==> src/rtl/bcu_map.svh <==
`ifndef BCU_MAP_SVH
`define BCU_MAP_SVH

// register addresses
`define BCU_OFS_MASK_A      32'h0FFFFFB4
`define BCU_OFS_COND_A      32'h0FFFFFB8
`define BCU_OFS_ASID_B      32'h0FFFFFE8
`define BCU_OFS_DATA_B      32'hFFFFFF90
`define BCU_OFS_DMASK_B     32'hFFFFFF94
`define BCU_OFS_CTL         32'hFFFFFF98
`define BCU_OFS_ADDR_B      32'hFFFFFFA0
`define BCU_OFS_MASK_B      32'hFFFFFFA4
`define BCU_OFS_COND_B      32'hFFFFFFA8
`define BCU_OFS_ADDR_A      32'hFFFFFFB0
`define BCU_OFS_ASID_A      32'hFFFFFFE4

// writable bits and reset values
`define BCU_COND_WMASK      16'h003F
`define BCU_COND_RST        16'h0000
`define BCU_CTL_WMASK       16'hC4C8
`define BCU_CTL_RST         16'h0000
`define BCU_MASK_WMASK      8'h07

// bus-cycle condition fields
`define BCU_COND_KIND_HI    5
`define BCU_COND_KIND_LO    4
`define BCU_COND_DIR_HI     3
`define BCU_COND_DIR_LO     2
`define BCU_COND_SIZE_HI    1
`define BCU_COND_SIZE_LO    0

// mask register fields
`define BCU_MASK_ASID_BIT   2
`define BCU_MASK_ADDR_HI    1
`define BCU_MASK_ADDR_LO    0

// common control fields
`define BCU_CTL_MFA         15
`define BCU_CTL_MFB         14
`define BCU_CTL_FETCH_TIMING_SEL_A        10
`define BCU_CTL_DATA_COND_ENABLE_B        7
`define BCU_CTL_FETCH_TIMING_SEL_B        6
`define BCU_CTL_SEQ         3

// address care masks
`define BCU_CARE_ALL        32'hFFFFFFFF
`define BCU_CARE_10         32'hFFFFFC00
`define BCU_CARE_12         32'hFFFFF000
`define BCU_CARE_NONE       32'h00000000

`endif

==> src/rtl/bcu_pkg.sv <==
package bcu_pkg;

   typedef enum logic [1:0] {
      BCU_AM_ALL  = 2'b00,
      BCU_AM_LO10 = 2'b01,
      BCU_AM_LO12 = 2'b10,
      BCU_AM_NONE = 2'b11
   } bcu_amask_e;

   typedef enum logic [1:0] {
      BCU_SZ_NONE = 2'b00,
      BCU_SZ_BYTE = 2'b01,
      BCU_SZ_WORD = 2'b10,
      BCU_SZ_LONG = 2'b11
   } bcu_size_e;

   typedef logic [7:0] bcu_asid_t;

endpackage : bcu_pkg

==> src/rtl/bcu_chan.sv <==
`include "bcu_map.svh"

module bcu_chan #(
   parameter bit HAS_DATA = 1'b0
) (
   input  wire logic [31:0]       cyc_addr,
   input  wire bcu_pkg::bcu_asid_t cyc_asid,
   input  wire logic              cyc_fetch,
   input  wire logic              cyc_write,
   input  wire bcu_pkg::bcu_size_e cyc_size,
   input  wire logic [31:0]       cyc_data,
   input  wire logic [31:0]       cfg_addr,
   input  wire bcu_pkg::bcu_asid_t cfg_asid,
   input  wire logic [7:0]        cfg_mask,
   input  wire logic [15:0]       cfg_cond,
   input  wire logic [31:0]       cfg_data,
   input  wire logic [31:0]       cfg_dmask,
   input  wire logic              cfg_den,
   output logic                   hit
);

   logic [31:0] care;
   logic [1:0]  kind;
   logic [1:0]  dir;
   logic [1:0]  size;
   logic        addr_ok;
   logic        asid_ok;
   logic        kind_ok;
   logic        dir_ok;
   logic        size_ok;
   logic        data_ok;

   always_comb begin
      kind = cfg_cond[`BCU_COND_KIND_HI:`BCU_COND_KIND_LO];
      dir  = cfg_cond[`BCU_COND_DIR_HI:`BCU_COND_DIR_LO];
      size = cfg_cond[`BCU_COND_SIZE_HI:`BCU_COND_SIZE_LO];
      unique case (bcu_pkg::bcu_amask_e'(cfg_mask[`BCU_MASK_ADDR_HI:`BCU_MASK_ADDR_LO]))
         bcu_pkg::BCU_AM_ALL:  care = `BCU_CARE_ALL;
         bcu_pkg::BCU_AM_LO10: care = `BCU_CARE_10;
         bcu_pkg::BCU_AM_LO12: care = `BCU_CARE_12;
         bcu_pkg::BCU_AM_NONE: care = `BCU_CARE_NONE;
      endcase
      addr_ok = ((cyc_addr ^ cfg_addr) & care) == 32'h00000000;
      // all eight id bits or none
      asid_ok = cfg_mask[`BCU_MASK_ASID_BIT] || (cyc_asid == cfg_asid);
      kind_ok = (kind == 2'h0) || (kind[0] && cyc_fetch) || (kind[1] && !cyc_fetch);
      dir_ok  = (dir == 2'h0) || (dir[0] && !cyc_write) || (dir[1] && cyc_write);
      size_ok = (size == 2'h0) || (size == 2'(cyc_size));
      // mask bit set drops that data bit
      data_ok = !HAS_DATA || !cfg_den
                || (((cyc_data ^ cfg_data) & ~cfg_dmask) == 32'h00000000);
      // a channel with no kind and no direction is idle, else reset would trap forever
      hit = ((kind != 2'h0) || (dir != 2'h0))
            && addr_ok && asid_ok && kind_ok && dir_ok && size_ok && data_ok;
   end

endmodule : bcu_chan

==> src/rtl/bcu_top.sv <==
`include "bcu_map.svh"

module bcu_top (
   input  wire logic               clk,
   input  wire logic               rst,
   input  wire logic [31:0]        reg_addr,
   input  wire logic               reg_wr,
   input  wire logic               reg_rd,
   input  wire bcu_pkg::bcu_size_e reg_size,
   input  wire logic [31:0]        reg_wdata,
   output logic [31:0]             reg_rdata,
   output logic                    reg_ack,
   output logic                    reg_err,
   input  wire logic               cyc_valid,
   input  wire logic [31:0]        cyc_addr,
   input  wire logic [31:0]        cyc_data,
   input  wire logic               cyc_fetch,
   input  wire logic               cyc_write,
   input  wire bcu_pkg::bcu_size_e cyc_size,
   input  wire bcu_pkg::bcu_asid_t mmu_page_entry_high,
   output logic                    break_req,
   output logic                    break_post
);

   // registers with a reset value
   logic [15:0] cond_a_r, cond_a_nxt;
   logic [15:0] cond_b_r, cond_b_nxt;
   logic [15:0] ctl_r, ctl_nxt;
   logic        seq_rec_r, seq_rec_nxt;
   logic        break_req_r, break_req_nxt;
   logic        break_post_r, break_post_nxt;
   logic [31:0] rdata_r, rdata_nxt;
   logic        ack_r, ack_nxt;
   logic        err_r, err_nxt;

   // registers kept through reset
   logic [31:0]        addr_a_r, addr_a_nxt;
   logic [31:0]        addr_b_r, addr_b_nxt;
   bcu_pkg::bcu_asid_t asid_a_r, asid_a_nxt;
   bcu_pkg::bcu_asid_t asid_b_r, asid_b_nxt;
   logic [7:0]         mask_a_r, mask_a_nxt;
   logic [7:0]         mask_b_r, mask_b_nxt;
   logic [31:0]        data_b_r, data_b_nxt;
   logic [31:0]        dmask_b_r, dmask_b_nxt;

   logic                hit_a;
   logic                hit_b;
   logic                a_m;
   logic                b_m;
   logic                seq_on;
   logic                brk;
   logic                dec_hit;
   logic                acc_ok;
   logic                wr_ok;
   bcu_pkg::bcu_size_e  need_size;
   logic [31:0]         rd_val;

   bcu_chan #(.HAS_DATA(1'b0)) u_chan_a (
      .cyc_addr  (cyc_addr),
      .cyc_asid  (mmu_page_entry_high),
      .cyc_fetch (cyc_fetch),
      .cyc_write (cyc_write),
      .cyc_size  (cyc_size),
      .cyc_data  (cyc_data),
      .cfg_addr  (addr_a_r),
      .cfg_asid  (asid_a_r),
      .cfg_mask  (mask_a_r),
      .cfg_cond  (cond_a_r),
      .cfg_data  (32'h00000000),
      .cfg_dmask (32'hFFFFFFFF),
      .cfg_den   (1'b0),
      .hit       (hit_a)
   );

   bcu_chan #(.HAS_DATA(1'b1)) u_chan_b (
      .cyc_addr  (cyc_addr),
      .cyc_asid  (mmu_page_entry_high),
      .cyc_fetch (cyc_fetch),
      .cyc_write (cyc_write),
      .cyc_size  (cyc_size),
      .cyc_data  (cyc_data),
      .cfg_addr  (addr_b_r),
      .cfg_asid  (asid_b_r),
      .cfg_mask  (mask_b_r),
      .cfg_cond  (cond_b_r),
      .cfg_data  (data_b_r),
      .cfg_dmask (dmask_b_r),
      .cfg_den   (ctl_r[`BCU_CTL_DATA_COND_ENABLE_B]),
      .hit       (hit_b)
   );

   // address decode and access width check
   always_comb begin
      dec_hit   = 1'b1;
      need_size = bcu_pkg::BCU_SZ_LONG;
      rd_val    = 32'h00000000;
      unique case (reg_addr)
         `BCU_OFS_ADDR_A:  rd_val = addr_a_r;
         `BCU_OFS_ADDR_B:  rd_val = addr_b_r;
         `BCU_OFS_DATA_B:  rd_val = data_b_r;
         `BCU_OFS_DMASK_B: rd_val = dmask_b_r;
         `BCU_OFS_ASID_A: begin
            need_size = bcu_pkg::BCU_SZ_BYTE;
            rd_val    = {24'h000000, asid_a_r};
         end
         `BCU_OFS_ASID_B: begin
            need_size = bcu_pkg::BCU_SZ_BYTE;
            rd_val    = {24'h000000, asid_b_r};
         end
         `BCU_OFS_MASK_A: begin
            need_size = bcu_pkg::BCU_SZ_BYTE;
            rd_val    = {24'h000000, mask_a_r};
         end
         `BCU_OFS_MASK_B: begin
            need_size = bcu_pkg::BCU_SZ_BYTE;
            rd_val    = {24'h000000, mask_b_r};
         end
         `BCU_OFS_COND_A: begin
            need_size = bcu_pkg::BCU_SZ_WORD;
            rd_val    = {16'h0000, cond_a_r};
         end
         `BCU_OFS_COND_B: begin
            need_size = bcu_pkg::BCU_SZ_WORD;
            rd_val    = {16'h0000, cond_b_r};
         end
         `BCU_OFS_CTL: begin
            need_size = bcu_pkg::BCU_SZ_WORD;
            rd_val    = {16'h0000, ctl_r};
         end
         default: dec_hit = 1'b0;
      endcase
      acc_ok = dec_hit && (reg_size == need_size);
      wr_ok  = reg_wr && acc_ok;
   end

   // match and break decision
   always_comb begin
      a_m    = cyc_valid && hit_a;
      b_m    = cyc_valid && hit_b;
      seq_on = ctl_r[`BCU_CTL_SEQ];
      if (seq_on) begin
         brk         = b_m && seq_rec_r;
         seq_rec_nxt = a_m || (seq_rec_r && !brk);
      end else begin
         brk         = a_m || b_m;
         seq_rec_nxt = 1'b0;
      end
   end

   // reset group next values
   always_comb begin
      cond_a_nxt     = cond_a_r;
      cond_b_nxt     = cond_b_r;
      ctl_nxt        = ctl_r;
      break_req_nxt  = brk;
      break_post_nxt = 1'b0;
      ack_nxt        = reg_wr || reg_rd;
      err_nxt        = (reg_wr || reg_rd) && !acc_ok;
      rdata_nxt      = (reg_rd && acc_ok) ? rd_val : 32'h00000000;
      if (wr_ok) begin
         unique case (reg_addr)
            `BCU_OFS_COND_A: cond_a_nxt = reg_wdata[15:0] & `BCU_COND_WMASK;
            `BCU_OFS_COND_B: cond_b_nxt = reg_wdata[15:0] & `BCU_COND_WMASK;
            `BCU_OFS_CTL:    ctl_nxt    = reg_wdata[15:0] & `BCU_CTL_WMASK;
            default: ;
         endcase
      end
      // set wins so a break in the clearing cycle is not lost
      if (brk) begin
         ctl_nxt[`BCU_CTL_MFA] = 1'b1;
         ctl_nxt[`BCU_CTL_MFB] = 1'b1;
      end
      // fetch break timing from the channel that caused it, A first
      if (brk && cyc_fetch) begin
         if (!seq_on && a_m) begin
            break_post_nxt = ctl_r[`BCU_CTL_FETCH_TIMING_SEL_A];
         end else begin
            break_post_nxt = ctl_r[`BCU_CTL_FETCH_TIMING_SEL_B];
         end
      end
   end

   always_ff @(posedge clk or posedge rst) begin
      if (rst) begin
         cond_a_r     <= `BCU_COND_RST;
         cond_b_r     <= `BCU_COND_RST;
         ctl_r        <= `BCU_CTL_RST;
         seq_rec_r    <= 1'b0;
         break_req_r  <= 1'b0;
         break_post_r <= 1'b0;
         rdata_r      <= 32'h00000000;
         ack_r        <= 1'b0;
         err_r        <= 1'b0;
      end else begin
         cond_a_r     <= cond_a_nxt;
         cond_b_r     <= cond_b_nxt;
         ctl_r        <= ctl_nxt;
         seq_rec_r    <= seq_rec_nxt;
         break_req_r  <= break_req_nxt;
         break_post_r <= break_post_nxt;
         rdata_r      <= rdata_nxt;
         ack_r        <= ack_nxt;
         err_r        <= err_nxt;
      end
   end

   // retained group, no standby input exists so nothing disturbs it
   always_comb begin
      addr_a_nxt  = addr_a_r;
      addr_b_nxt  = addr_b_r;
      asid_a_nxt  = asid_a_r;
      asid_b_nxt  = asid_b_r;
      mask_a_nxt  = mask_a_r;
      mask_b_nxt  = mask_b_r;
      data_b_nxt  = data_b_r;
      dmask_b_nxt = dmask_b_r;
      if (wr_ok) begin
         unique case (reg_addr)
            `BCU_OFS_ADDR_A:  addr_a_nxt  = reg_wdata;
            `BCU_OFS_ADDR_B:  addr_b_nxt  = reg_wdata;
            `BCU_OFS_ASID_A:  asid_a_nxt  = reg_wdata[7:0];
            `BCU_OFS_ASID_B:  asid_b_nxt  = reg_wdata[7:0];
            `BCU_OFS_MASK_A:  mask_a_nxt  = reg_wdata[7:0] & `BCU_MASK_WMASK;
            `BCU_OFS_MASK_B:  mask_b_nxt  = reg_wdata[7:0] & `BCU_MASK_WMASK;
            `BCU_OFS_DATA_B:  data_b_nxt  = reg_wdata;
            `BCU_OFS_DMASK_B: dmask_b_nxt = reg_wdata;
            default: ;
         endcase
      end
   end

   // no reset term: contents survive every reset and start undefined
   always_ff @(posedge clk) begin
      addr_a_r  <= addr_a_nxt;
      addr_b_r  <= addr_b_nxt;
      asid_a_r  <= asid_a_nxt;
      asid_b_r  <= asid_b_nxt;
      mask_a_r  <= mask_a_nxt;
      mask_b_r  <= mask_b_nxt;
      data_b_r  <= data_b_nxt;
      dmask_b_r <= dmask_b_nxt;
   end

   assign reg_rdata  = rdata_r;
   assign reg_ack    = ack_r;
   assign reg_err    = err_r;
   assign break_req  = break_req_r;
   assign break_post = break_post_r;
endmodule : bcu_top

==> config.mk <==
export PLATFORM = sky130hd
export DESIGN_NAME = bcu_top
export DESIGN_NICKNAME = d
export VERILOG_FILES = /design/src/rtl/bcu_pkg.sv /design/src/rtl/bcu_chan.sv /design/src/rtl/bcu_top.sv
export VERILOG_INCLUDE_DIRS = /design/src /design/src/rtl
export SDC_FILE = /design/constraint.sdc
export NUM_CORES = 1
export LEC_CHECK = 0
export BUFFER_PORTS_ARGS = -buffer_cell sky130_fd_sc_hd__buf_2
export CAP_MARGIN = 20
export CORE_MARGIN = 4
export CORE_UTILIZATION = 55
export CTS_BUF_LIST = sky130_fd_sc_hd__clkbuf_2 sky130_fd_sc_hd__clkbuf_4 sky130_fd_sc_hd__clkbuf_8
export DETAILED_ROUTE_END_ITERATION = 8
export PLACE_DENSITY = 0.8
export SYNTH_ARGS = -nofsm -noshare
export SYNTH_HDL_FRONTEND = slang
export SYNTH_HIERARCHICAL = 1
export SYNTH_SLANG_ARGS = --single-unit
==> constraint.sdc <==
create_clock -name clk -period 3.15 [get_ports clk]
set_input_delay 0.63 -clock clk [delete_from_list [all_inputs] [get_ports clk]]
set_output_delay 0.63 -clock clk [all_outputs]
set_load 0.02 [all_outputs]
# Word-level counts from Yosys, hierarchy flattened
# Cells that the tools add are included.
classes:
  addsub: 0
  n_mul: 0
  n_div: 0
  order_cmp: 0
  n_eq_ne: 22
  n_shift: 0
  n_mux: 13
  bitwise: 7
  n_reduce_logical: 85
ops:
  columns: ["operator", "n"]
  rows:
  - ["$pmux W32 S11", 1]
  - ["$eq A32 B32 Y1 const B", 8]
  - ["$pmux W32 S4", 2]
  - ["$and A32 B32 Y32", 3]
  - ["$eq A32 B28 Y1 const B", 3]
  - ["$logic_not A32 Y1", 3]
  - ["$xor A32 B32 Y32", 3]
  - ["$mux W16", 2]
  - ["$mux W32", 1]
  - ["$not A32 Y32", 1]
  - ["$logic_and A1 B1 Y1", 29]
  - ["$reduce_and A2 Y1", 12]
  - ["$logic_or A1 B1 Y1", 18]
  - ["$eq A8 B8 Y1", 2]
  - ["$logic_not A2 Y1", 8]
  - ["$reduce_bool A2 Y1", 6]
  - ["$reduce_or A11 Y1", 1]
  - ["$eq A2 B2 Y1 const B", 4]
  - ["$eq A2 B2 Y1", 3]
  - ["$logic_not A1 Y1", 6]
  - ["$mux W1", 5]
  - ["$eq A2 B1 Y1 const B", 2]
  - ["$pmux W2 S2", 1]
  - ["$reduce_or A4 Y1", 1]
  - ["2 further kinds", 2]
totals:
  reg_bits: 205
  latch_bits: 0
  ramBits: 0
  mem_bits_ro: 0
  input_bits: 147
  output_inout_bits: 36
  wordCells: 145
  memories: 0

# Longest topological paths before layout
# Gate-level depths: netlist of the first run.
depth:
  word_depth: 16
  ltp_mapped: 11
  mapped_depth_nobuf: 10

# By module
# Netlist of the first run, hierarchy kept.
modules_own_cells:
  columns: ["mod", "n_inst", "cells_each", "area_each_um2", "seq_area_each_um2"]
  rows:
  - ["bcu_top", 1, 472, 7770.0, 5880.6]
  - ["bcu_chan (u_chan_b)", 1, 121, 957.2, 0.0]
  - ["bcu_chan (u_chan_a)", 1, 70, 543.0, 0.0]

# Worst setup path after synthesis of the first run
# No wires, ideal clock.
synth_path:
  path_type: "in2reg"
  startpoint: "input port reg_addr[1]"
  endpoint: "register data_b_r[0] (enable)"
  setup_time_ns: 0.501
  arrival_time_ns: 5.163
  t_required_ns: 2.649
  slack_ns: -2.515
  path_stages: 7
  n_path_buf: 1
  path_cell_list: "or4b_1 buf_2 o22ai_2 a41oi_2 nor3_1 o21ai_1 nor4_1"
synth_between:
  elab_chain_len: 7
  elab_cells_between_ends: 20
  cone_classes: "eq/ne (12); mux (2); reduce/logical (6)"
synth_lines:
  columns: ["element", "line_no", "rtl"]
  rows:
  - ["start, declared", "bcu_top.sv:6", "input wire logic [31:0] reg_addr,"]
  - ["$eq A32 B32 Y1 / $eq A32 B28 Y1 (equally long branches)", "bcu_top.sv:97", "unique case (reg_addr)"]
  - ["$reduce_or A4 Y1 (no line) / $reduce_or A3 Y1 (equally long branches)", null, null]
  - ["$pmux W2 S2", "bcu_top.sv:97", null]
  - ["$eq A2 B2 Y1", "bcu_top.sv:132", "acc_ok = dec_hit && (reg_size == need_size);"]
  - ["$logic_and A1 B1 Y1", "bcu_top.sv:132", null]
  - ["$logic_and A1 B1 Y1", "bcu_top.sv:133", "wr_ok = reg_wr && acc_ok;"]
  - ["$reduce_and A2 Y1 (no line) (*)", null, null]
  - ["end signal, assigned", "bcu_top.sv:240", "data_b_r <= data_b_nxt;"]
  - ["end, declared", "bcu_top.sv:43", "logic [31:0] data_b_r, data_b_nxt;"]
# Every way passes the cells marked *; elsewhere a longest branch is shown, timed or not.
# A chain may end at the register's enable or synchronous reset.

# Final worst setup path of the first run
layout_path:
  startpoint: "register data_b_r[2]"
  endpoint: "register ctl_r[14]"
layout_between:
  elab_chain_len: 10
  elab_cells_between_ends: 13
  cone_classes: "mux (2); bitwise (2); reduce/logical (9)"
layout_lines:
  columns: ["element", "line_no", "rtl"]
  rows:
  - ["$xor A32 B32 Y32 (*)", "bcu_chan.sv:51", "|| (((cyc_data ^ cfg_data) & ~cfg_dmask) == 32'h00000000);"]
  - ["$and A32 B32 Y32 (*)", "bcu_chan.sv:51", null]
  - ["$logic_not A32 Y1 (*)", "bcu_chan.sv:51", null]
  - ["$logic_or A1 B1 Y1 (*)", "bcu_chan.sv:51", null]
  - ["$logic_and A1 B1 Y1 (*)", "bcu_chan.sv:54", "&& addr_ok && asid_ok && kind_ok && dir_ok && size_ok && data_ok;"]
  - ["named net hit_b", "bcu_top.sv:47", "logic hit_b;"]
  - ["$logic_and A1 B1 Y1 (*)", "bcu_top.sv:139", "b_m = cyc_valid && hit_b;"]
  - ["$logic_or A1 B1 Y1 / $logic_and A1 B1 Y1 (equally long branches)", "bcu_top.sv:145, bcu_top.sv:142", null]
  - ["$mux W1 (*)", "bcu_top.sv:141", "if (seq_on) begin"]
  - ["$reduce_bool A2 Y1 (no line)", null, null]
  - ["$reduce_and A2 Y1 (no line)", null, null]
  - ["end signal, assigned", "bcu_top.sv:187", "ctl_r <= `BCU_CTL_RST;"]
  - ["end signal, assigned", "bcu_top.sv:197", "ctl_r <= ctl_nxt;"]
  - ["end, declared", "bcu_top.sv:28", "logic [15:0] ctl_r, ctl_nxt;"]
# The timed path passes the listed nets; every way through them passes the cells marked *.

==> flow_metrics.tcl, run 1 <==
set metrics [dict create \
    rsz0062_at_grt "no" \
    finalSetupViolCount 0 \
    synthesis.nets 808 \
    h-tree-depth 2 \
    antenna_found_initial 0 \
    post_cts_buffers 0 \
    cts_tree "yes" \
    dp_hpwl_microns 20390 \
    p_total_uw 5520 \
    critPathLaunchType "flip-flop" \
    drt_pass1_iterations 6 \
    p_comb_share_pct 5.8 \
    synth_cells 661 \
    sequentialPowerShare_pct 52.6 \
    io_buffers 182 \
    finClkSkew_ns 0.02643 \
    crit_fanout 6 \
    hold_buffers 0 \
    grt_usage_pct 28.99 \
    synth_area_per_cell_sq_um 14.01 \
    finalMaxSlewViolations 0 \
    numCtsBuffers 34 \
    syn2layout_area_growth_pct 24.04 \
    pre_cts_slack_ns 0.07212 \
    tns_ns 0 \
    cts.sinks 205 \
    dieArea_sq_um 18980 \
    cts_buffer_depth 3 \
    drt_wl_total_microns 27740 \
    coreArea_sq_um 16520 \
    gp_congestion 0.9741 \
    fin_nets 1046 \
    status "complete, no violations" \
    nFillCells 1166 \
    max_slew_margin_pct 50.12 \
    worstSetupPathType "reg2reg" \
    finalHoldViolCount 0 \
    die_width_microns 137.8 \
    grt_pass1_wl_microns 40630 \
    vias 7172 \
    io-pin-count 183 \
    grt_overflow 0 \
    p_int_uw 4298 \
    cp.arrival_ns 3.17 \
    clkPwrFrac_pct 41.7 \
    grt_max_degree 33 \
    avgViaCountPerCell 6.269 \
    postRouteAntennaNets 0 \
    netlist_area_sq_um 9263 \
    root_buffer "clkbuf_8" \
    cts.clk_slew.worst_paths_ns 0.06 \
    tightest_slew_ns 0.7413 \
    drc 0 \
    dr.first_iter.drc_count 792 \
    wl_per_cell_microns 24.25 \
    final.period_utilization_pct 87.30 \
    rows 47 \
    required_ns 3.57 \
    power_density_nw_per_um2 480.5 \
    p_sw_uw 1223 \
    vdd_ir_drop_max_mv 0.3946 \
    final_common_cell "buf_2" \
    switching_share_pct 22.15 \
    drive_above_1_share_pct 34.60 \
    p_leak_uw 0.004310 \
    die_height_microns 137.8 \
    layout_common_cells "182 x buf_2, 150 x edfxtp_1, 70 x xnor2_1, 58 x a22oi_1, 55 x dfrtp_1" \
    first_global_vias 7049 \
    cts_resized 0 \
    worstSetupEndpointType "flip-flop" \
    clk_latency_ns 0.52 \
    hold_class "in2async" \
    maxClockFrequency_ghz 0.3636 \
    synth_warnings 6 \
    fin_ws_ns 0.4000 \
    drv_cap 0 \
    start_util_pct 56.05 \
    period_minus_slack_ns 2.750 \
]
-- power groups by stage --
stage	Sequential [uW]	Combinational (uW)	Clock, uW
after floorplan	2960	109	0
after global placement	2960	309	0
after detailed placement	2960	312	0
after CTS	2900	314	2320
after global routing	2900	339	2450
final	2900	318	2300
-- critical path, cell delays in order, from the launching register on --
cell	delay (ns)
edfxtp_1	0.47
xnor2_1	0.23
o22ai_1	0.13
nor4_1	0.39
nand4_1	0.18
a2111oi_2	0.59
nor2_1	0.09
o21ai_0	0.14
and2_1	0.25
nor2_1	0.06
mux2i_1	0.13
-- per-layer routing --
metal	track usage [%]	wire length (microns)
met5	0	0
met4	8.946	746
met3	5.478	3248
met2	45.31	12970
met1	41.57	10770
-- flip-flops by register name, summed over array words and instances (netlist names), 8 cells and up --
name / count
data_b_r: 32
dmask_b_r: 32
addr_a_r: 32
reg_rdata: 32
asid_a_r: 8
asid_b_r: 8
addr_b_r: 32
-- path summary, 6_finish.rpt --
check	from	end	cells after the start	slack, ns
worst max-delay path	data_b_r[2]$_DFFE_PP_	ctl_r[14]$_DFFE_PP0P_	10	0.40
worst max register to register	data_b_r[2]$_DFFE_PP_	ctl_r[14]$_DFFE_PP0P_	10	0.40
worst min register to register	ctl_r[10]$_DFFE_PP0P_	ctl_r[10]$_DFFE_PP0P_	1	0.55
min in group clk	reg_wdata[21]	addr_a_r[21]$_DFFE_PP_	1	0.33
max in group asynchronous	rst	cond_b_r[2]$_DFFE_PP0P_	3	2.48
worst min-delay path	rst	reg_rdata[27]$_DFF_PP0_	2	0.03
-- final cells by class --
type                    instances  area (sq um)  area share, %
clock inverters                15         96.34         0.8385
well taps                     220         275.3          2.396
clock buffers                  44         568.0          4.944
flip-flops and latches        205          5881          51.18
inverters                      10         37.54         0.3267
diodes                          2         5.005        0.04356
multi-input cells             427          3361          29.25
repair buffers                221          1266          11.02
-- per-stage QoR --
stage / instances / hold WS, ns / utilization (%) / area [sq um]
after global placement: 1083 / 0.5126 / 65.48 / 10820
final: 1144 / 0.02930 / 69.53 / 11490
after floorplan: 661 / 0.4800 / - / 9350
after CTS: 1142 / 0.01866 / 69.50 / 11480
after detailed placement: 1083 / 0.5171 / 65.48 / 10820
after global routing: 1142 / 0.02537 / 69.50 / 11480
No activity file was read; power rests on OpenSTA's default activity.
==> run 2: changes to the inputs <==
clock period = 2.9 ns   (was 3.15 ns; I/O delays follow)
==> run 2 against run 1 <==
Non-clock buffer count up 15. Register-to-register slack worse by 0.25 ns. Design area increased by 2.0%. Sequential cell count is the same. Critical endpoint unchanged. Hold slack better by 0.24 ns.
==> flow_metrics.tcl, run 2 (same netlist as run 1, synthesis figures left out) <==
set metrics [dict create \
    tightest_slew_ns 0.7456 \
    hold_buffers 0 \
    cp.arrival_ns 3.18 \
    numCtsBuffers 34 \
    crit_fanout 6 \
    io_buffers 182 \
    grt_pass1_wl_microns 41670 \
    reg2reg_slack_ns 0.15 \
    clk_latency_ns 0.52 \
    maxClockFrequency_ghz 0.3639 \
    start_util_pct 56.05 \
    first_global_vias 7436 \
    finalHoldViolCount 0 \
    period_minus_slack_ns 2.748 \
    fin_nets 1061 \
    cts_resized 0 \
    ff_latch_area_sq_um 5881 \
    h-tree-depth 2 \
    top_layer "met4" \
    worstSetupEndpointType "flip-flop" \
    coreArea_sq_um 16520 \
    layout_common_cells "182 x buf_2, 150 x edfxtp_1, 70 x xnor2_1, 58 x a22oi_1, 55 x dfrtp_1" \
    rsz0062_at_grt "no" \
    r2r_cells 10 \
    drc 0 \
    status "complete, no violations" \
    worstSetupPathType "reg2reg" \
    required_ns 3.33 \
    drive_above_1_share_pct 36.49 \
    final_cell_area_sq_um 11720 \
    crit_chain "xnor2_1, nand4_1, nor3_1, a32oi_1, a2111oi_4, nor2_1, o21ai_0, and2_2, nor2_1, mux2i_1" \
    wl_per_cell_microns 24.79 \
    critPathLaunchType "flip-flop" \
    nFillCells 1096 \
    met2WireLength_microns 13680 \
    finalMaxSlewViolations 0 \
    dr.first_iter.drc_count 788 \
    io-pin-count 183 \
    dp_hpwl_microns 20340 \
    postRouteAntennaNets 0 \
    p_total_uw 6148 \
    final.period_utilization_pct 94.75 \
    syn2layout_area_growth_pct 26.57 \
    postPlaceCellArea_sq_um 10980 \
    r2r-start "addr_b_r[17]$_DFFE_PP_" \
    rows 47 \
    gp_congestion 0.9969 \
    met3_length_microns 3548 \
    cp.buffers_inverters 0 \
    fin_util_pct 70.95 \
    grt_max_degree 56 \
    cts_tree "yes" \
    die_height_microns 137.8 \
    dieArea_sq_um 18980 \
    max_slew_margin_pct 50.29 \
    finClkSkew_ns 0.01327 \
    vdd_ir_drop_max_mv 0.3411 \
    critPathTopFamily "simple AND/OR/NAND/NOR gates" \
    p_leak_uw 0.004424 \
    grt_usage_pct 29.92 \
    post_cts_buffers 0 \
    antenna_found_initial 1 \
    cp_common_cell "nor2_1" \
    grt_overflow 0 \
    cts.sinks 205 \
    drt_wl_total_microns 28810 \
    cts.clk_slew.worst_paths_ns 0.06 \
    slowest_stage "edfxtp_1" \
    die_width_microns 137.8 \
    vias 7361 \
    multi_input_area_sq_um 3387 \
    drv_cap 0 \
    cp_slowest_stage_delay_ns 0.43 \
    finalSetupViolCount 0 \
    wl_met1_microns 10710 \
    drt_pass1_iterations 7 \
    hold_class "in2async" \
    avgViaCountPerCell 6.335 \
    power_density_nw_per_um2 524.4 \
    r2r_end "ctl_r[14]$_DFFE_PP0P_" \
    final_common_cell "buf_2" \
    cts_buffer_depth 3 \
    root_buffer "clkbuf_8" \
]
run 2: tightest hold or removal path: stages:
cell and delay (ns):
buf_2 0.10, inv_2 0.03, buf_4 0.58
run 2: worst max-delay path by stage:
stage,start,endpoint,cells past startpoint
after floorplan,reg_addr[1],dmask_b_r[0]$_DFFE_PP_,7
after global placement,reg_addr[1],addr_b_r[15]$_DFFE_PP_,9
after detailed placement,cyc_data[15],ctl_r[14]$_DFFE_PP0P_,13
after CTS,data_b_r[15]$_DFFE_PP_,ctl_r[14]$_DFFE_PP0P_,12
after global routing,data_b_r[14]$_DFFE_PP_,ctl_r[14]$_DFFE_PP0P_,11
final,addr_b_r[17]$_DFFE_PP_,ctl_r[14]$_DFFE_PP0P_,10
run 2: layout make-up:
class | instances | share of cell area [%]
flip-flops and latches | 205 | 50.16
multi-input cells | 427 | 28.89
repair buffers | 236 | 12.19
clock buffers | 50 | 5.283
well taps | 220 | 2.348
clock inverters | 12 | 0.7684
inverters | 10 | 0.3202
diodes | 2 | 0.04269
run 2: report_power, final:
group	switching, uW	total, uW	internal (uW)
clock network	1160	2640	1470
logic	212	359	147
registers	0.293	3150	3150
total	1370	6150	4770
run 2: metal layers:
layer,up-vias,GRT usage [%]
met2,565,48.26
met3,80,6.538
met5,-,0
met1,3572,40.10
met4,0,11.14
li1,3144,-
run 2: stage by stage:
stage | instances | setup TNS [ns] | setup slack [ns] | hold WS (ns)
final | 1162 | 0 | 0.1523 | 0.2708
after global routing | 1161 | 0 | 0.01489 | 0.2691
after CTS | 1160 | 0 | 0.04456 | 0.2570
after detailed placement | 1098 | -2.690 | -0.06180 | 0.5331
after global placement | 1098 | 0 | 0.03390 | 0.5123
after floorplan | 661 | -57.00 | -0.6048 | 0.4800
==> run 3: changes to the inputs <==
SYNTH_HIERARCHICAL = not set   (was 1)
==> run 3 against run 2 <==
Setup slack improved by 0.16 ns. Non-clock buffer count decreased by 15. Via count decreased by 2.4%. Critical path type unchanged. Critical endpoint is now ctl_r[15]$_DFFE_PP0P_.
==> flow_metrics.tcl, run 3 <==
set metrics [dict create \
    cts.sinks 205 \
    fin_nets 1040 \
    grt_overflow 0 \
    start_util_pct 57.01 \
    cts.clk_slew.worst_paths_ns 0.06 \
    ys_seq_area_share_pct 64.01 \
    p_leak_uw 0.004278 \
    synth-async-reset-ratio_pct 26.83 \
    synth_area_per_cell_sq_um 13.92 \
    finClkSkew_ns 0.03441 \
    ys_types 54 \
    tightest_slew_ns 0.6491 \
    rsz0062_at_grt "no" \
    pre_cts_slack_ns 0.05474 \
    drv_cap 0 \
    dr.first_iter.drc_count 842 \
    power_density_nw_per_um2 531.1 \
    grt_max_degree 33 \
    synth_cells 660 \
    hold_class "in2async" \
    antenna_found_initial 1 \
    yosysMostFrequentCell "edfxtp_1" \
    final.period_utilization_pct 89.17 \
    yosysTopAreaCellShare_pct 49.03 \
    post_cts_buffers 0 \
    cts_resized 0 \
    cts_tree "yes" \
    dieArea_sq_um 18840 \
    final_common_cell "buf_2" \
    avgViaCountPerCell 6.317 \
    synth_edf_count 150 \
    dp_cells 1073 \
    drt_wl_total_microns 27540 \
    grt_pass1_wl_microns 40880 \
    postRouteAntennaNets 0 \
    drt_pass1_iterations 8 \
    grt_usage_pct 28.96 \
    finalSetupViolCount 0 \
    numCtsBuffers 34 \
    die_height_microns 137.2 \
    io_buffers 182 \
    drive_above_1_share_pct 34.39 \
    fin_ws_ns 0.3139 \
    h-tree-depth 2 \
    required_ns 3.35 \
    finalHoldViolCount 0 \
    worstSetupEndpointType "flip-flop" \
    crit_fanout 3 \
    finalMaxSlewViolations 0 \
    holdWs_ns 0.003240 \
    finalNonFillerCells 1137 \
    yosys-top-cells-count "150 x edfxtp_1, 80 x xnor2_1, 55 x dfrtp_1" \
    synth_seq_cells 205 \
    first_global_vias 7209 \
    cts_buffer_depth 3 \
    synthesis.nets 807 \
    yosys-top-cells-area "edfxtp_1 49%, dfrtp_1 15%, xnor2_1 7.6%" \
    max_slew_margin_pct 56.73 \
    wl_per_cell_microns 24.23 \
    root_buffer "clkbuf_8" \
    syn2layout_area_growth_pct 23.55 \
    period_minus_slack_ns 2.586 \
    die_width_microns 137.2 \
    status "complete, no violations" \
    hold_buffers 0 \
    maxClockFrequency_ghz 0.3867 \
    synth_warnings 0 \
    coreArea_sq_um 16120 \
    clk_latency_ns 0.54 \
    vias 7182 \
    synth_top_cell_by_area "edfxtp_1" \
    gp_congestion 0.9503 \
    ys.flop_type "edfxtp_1" \
    worstSetupPathType "reg2reg" \
    vdd_ir_drop_max_mv 0.4723 \
    drc 0 \
    cp.arrival_ns 3.04 \
    netlist_area_sq_um 9188 \
    io-pin-count 183 \
    dp_hpwl_microns 20220 \
    rows 46 \
    critPathLaunchType "flip-flop" \
    layout_common_cells "182 x buf_2, 150 x edfxtp_1, 80 x xnor2_1, 55 x dfrtp_1, 40 x a21oi_1" \
]
## run 3: report_power, final
| part | internal, uW | switching (uW) | leakage (uW) |
|---|---|---|---|
| logic | 146 | 198 | 0.00183 |
| registers | 3150 | 1.10 | 0.00209 |
| clock network | 1380 | 1150 | 0.000355 |
| total | 4680 | 1350 | 0.00428 |
## run 3: path summary, 6_finish.rpt
kind / from / endpoint / slack (ns) / cells after the start
max in group asynchronous: rst / reg_rdata[1]$_DFF_PP0_ / 2.20 / 3
worst min register to register: addr_a_r[22]$_DFFE_PP_ / reg_rdata[22]$_DFF_PP0_ / 0.55 / 2
min in group clk: reg_wdata[18] / addr_a_r[18]$_DFFE_PP_ / 0.26 / 1
worst max-delay path: data_b_r[1]$_DFFE_PP_ / ctl_r[15]$_DFFE_PP0P_ / 0.31 / 9
worst min-delay path: rst / reg_ack$_DFF_PP0_ / 0.003 / 2
worst max register to register: data_b_r[1]$_DFFE_PP_ / ctl_r[15]$_DFFE_PP0P_ / 0.31 / 9
## run 3: through the flow
stage	cell area [sq um]	TNS (ns)	utilization, %	total power, uW
after floorplan	9298	-1.179	-	3339
after global placement	10670	0	66.20	3541
after detailed placement	10670	0	66.20	3552
after CTS	11350	0	70.40	6047
after global routing	11350	0	70.42	6222
final	11350	0	70.43	6029
## run 3: cells by family (layout without fill, tap and decap cells)
family / after synthesis / count (layout) / synth area share [%]
xor+xnor: 112 / 112 / 10.68
buf+inv: 32 / 291 / 1.702
other cells: 0 / 2 / 0
flops: 205 / 205 / 64.01
compound gates: 146 / 146 / 11.37
simple gates: 146 / 146 / 9.982
mux: 19 / 19 / 2.261
## run 3: critical path: stages (launching register included)
cell       delay [ns]
edfxtp_1         0.41
xnor2_1          0.18
o22ai_1          0.13
nor4_1           0.50
buf_4            0.20
nand4_1          0.14
a2111oi_1        0.52
a221oi_1         0.21
buf_4            0.18
nand2_1          0.05
## run 3: area by class of cell
class / count / area (sq um)
tap: 216 / 270.3
inverter: 8 / 30.03
clock inverter: 11 / 56.30
timing repair buffer: 221 / 1279
fill: 1101 / 4765
clock buffer: 51 / 620.6
antenna: 2 / 5.005
sequential: 205 / 5881
multi-input combinational: 423 / 3209
## run 3: metal layers
metal  vias to the layer above  routed length [microns]  GRT usage, %
met4                         0                     1217         12.53
li1                       3083                        -             -
met2                       520                    13310         47.14
met3                        83                     3135         6.392
met5                         -                        0             0
met1                      3496                     9883         37.68
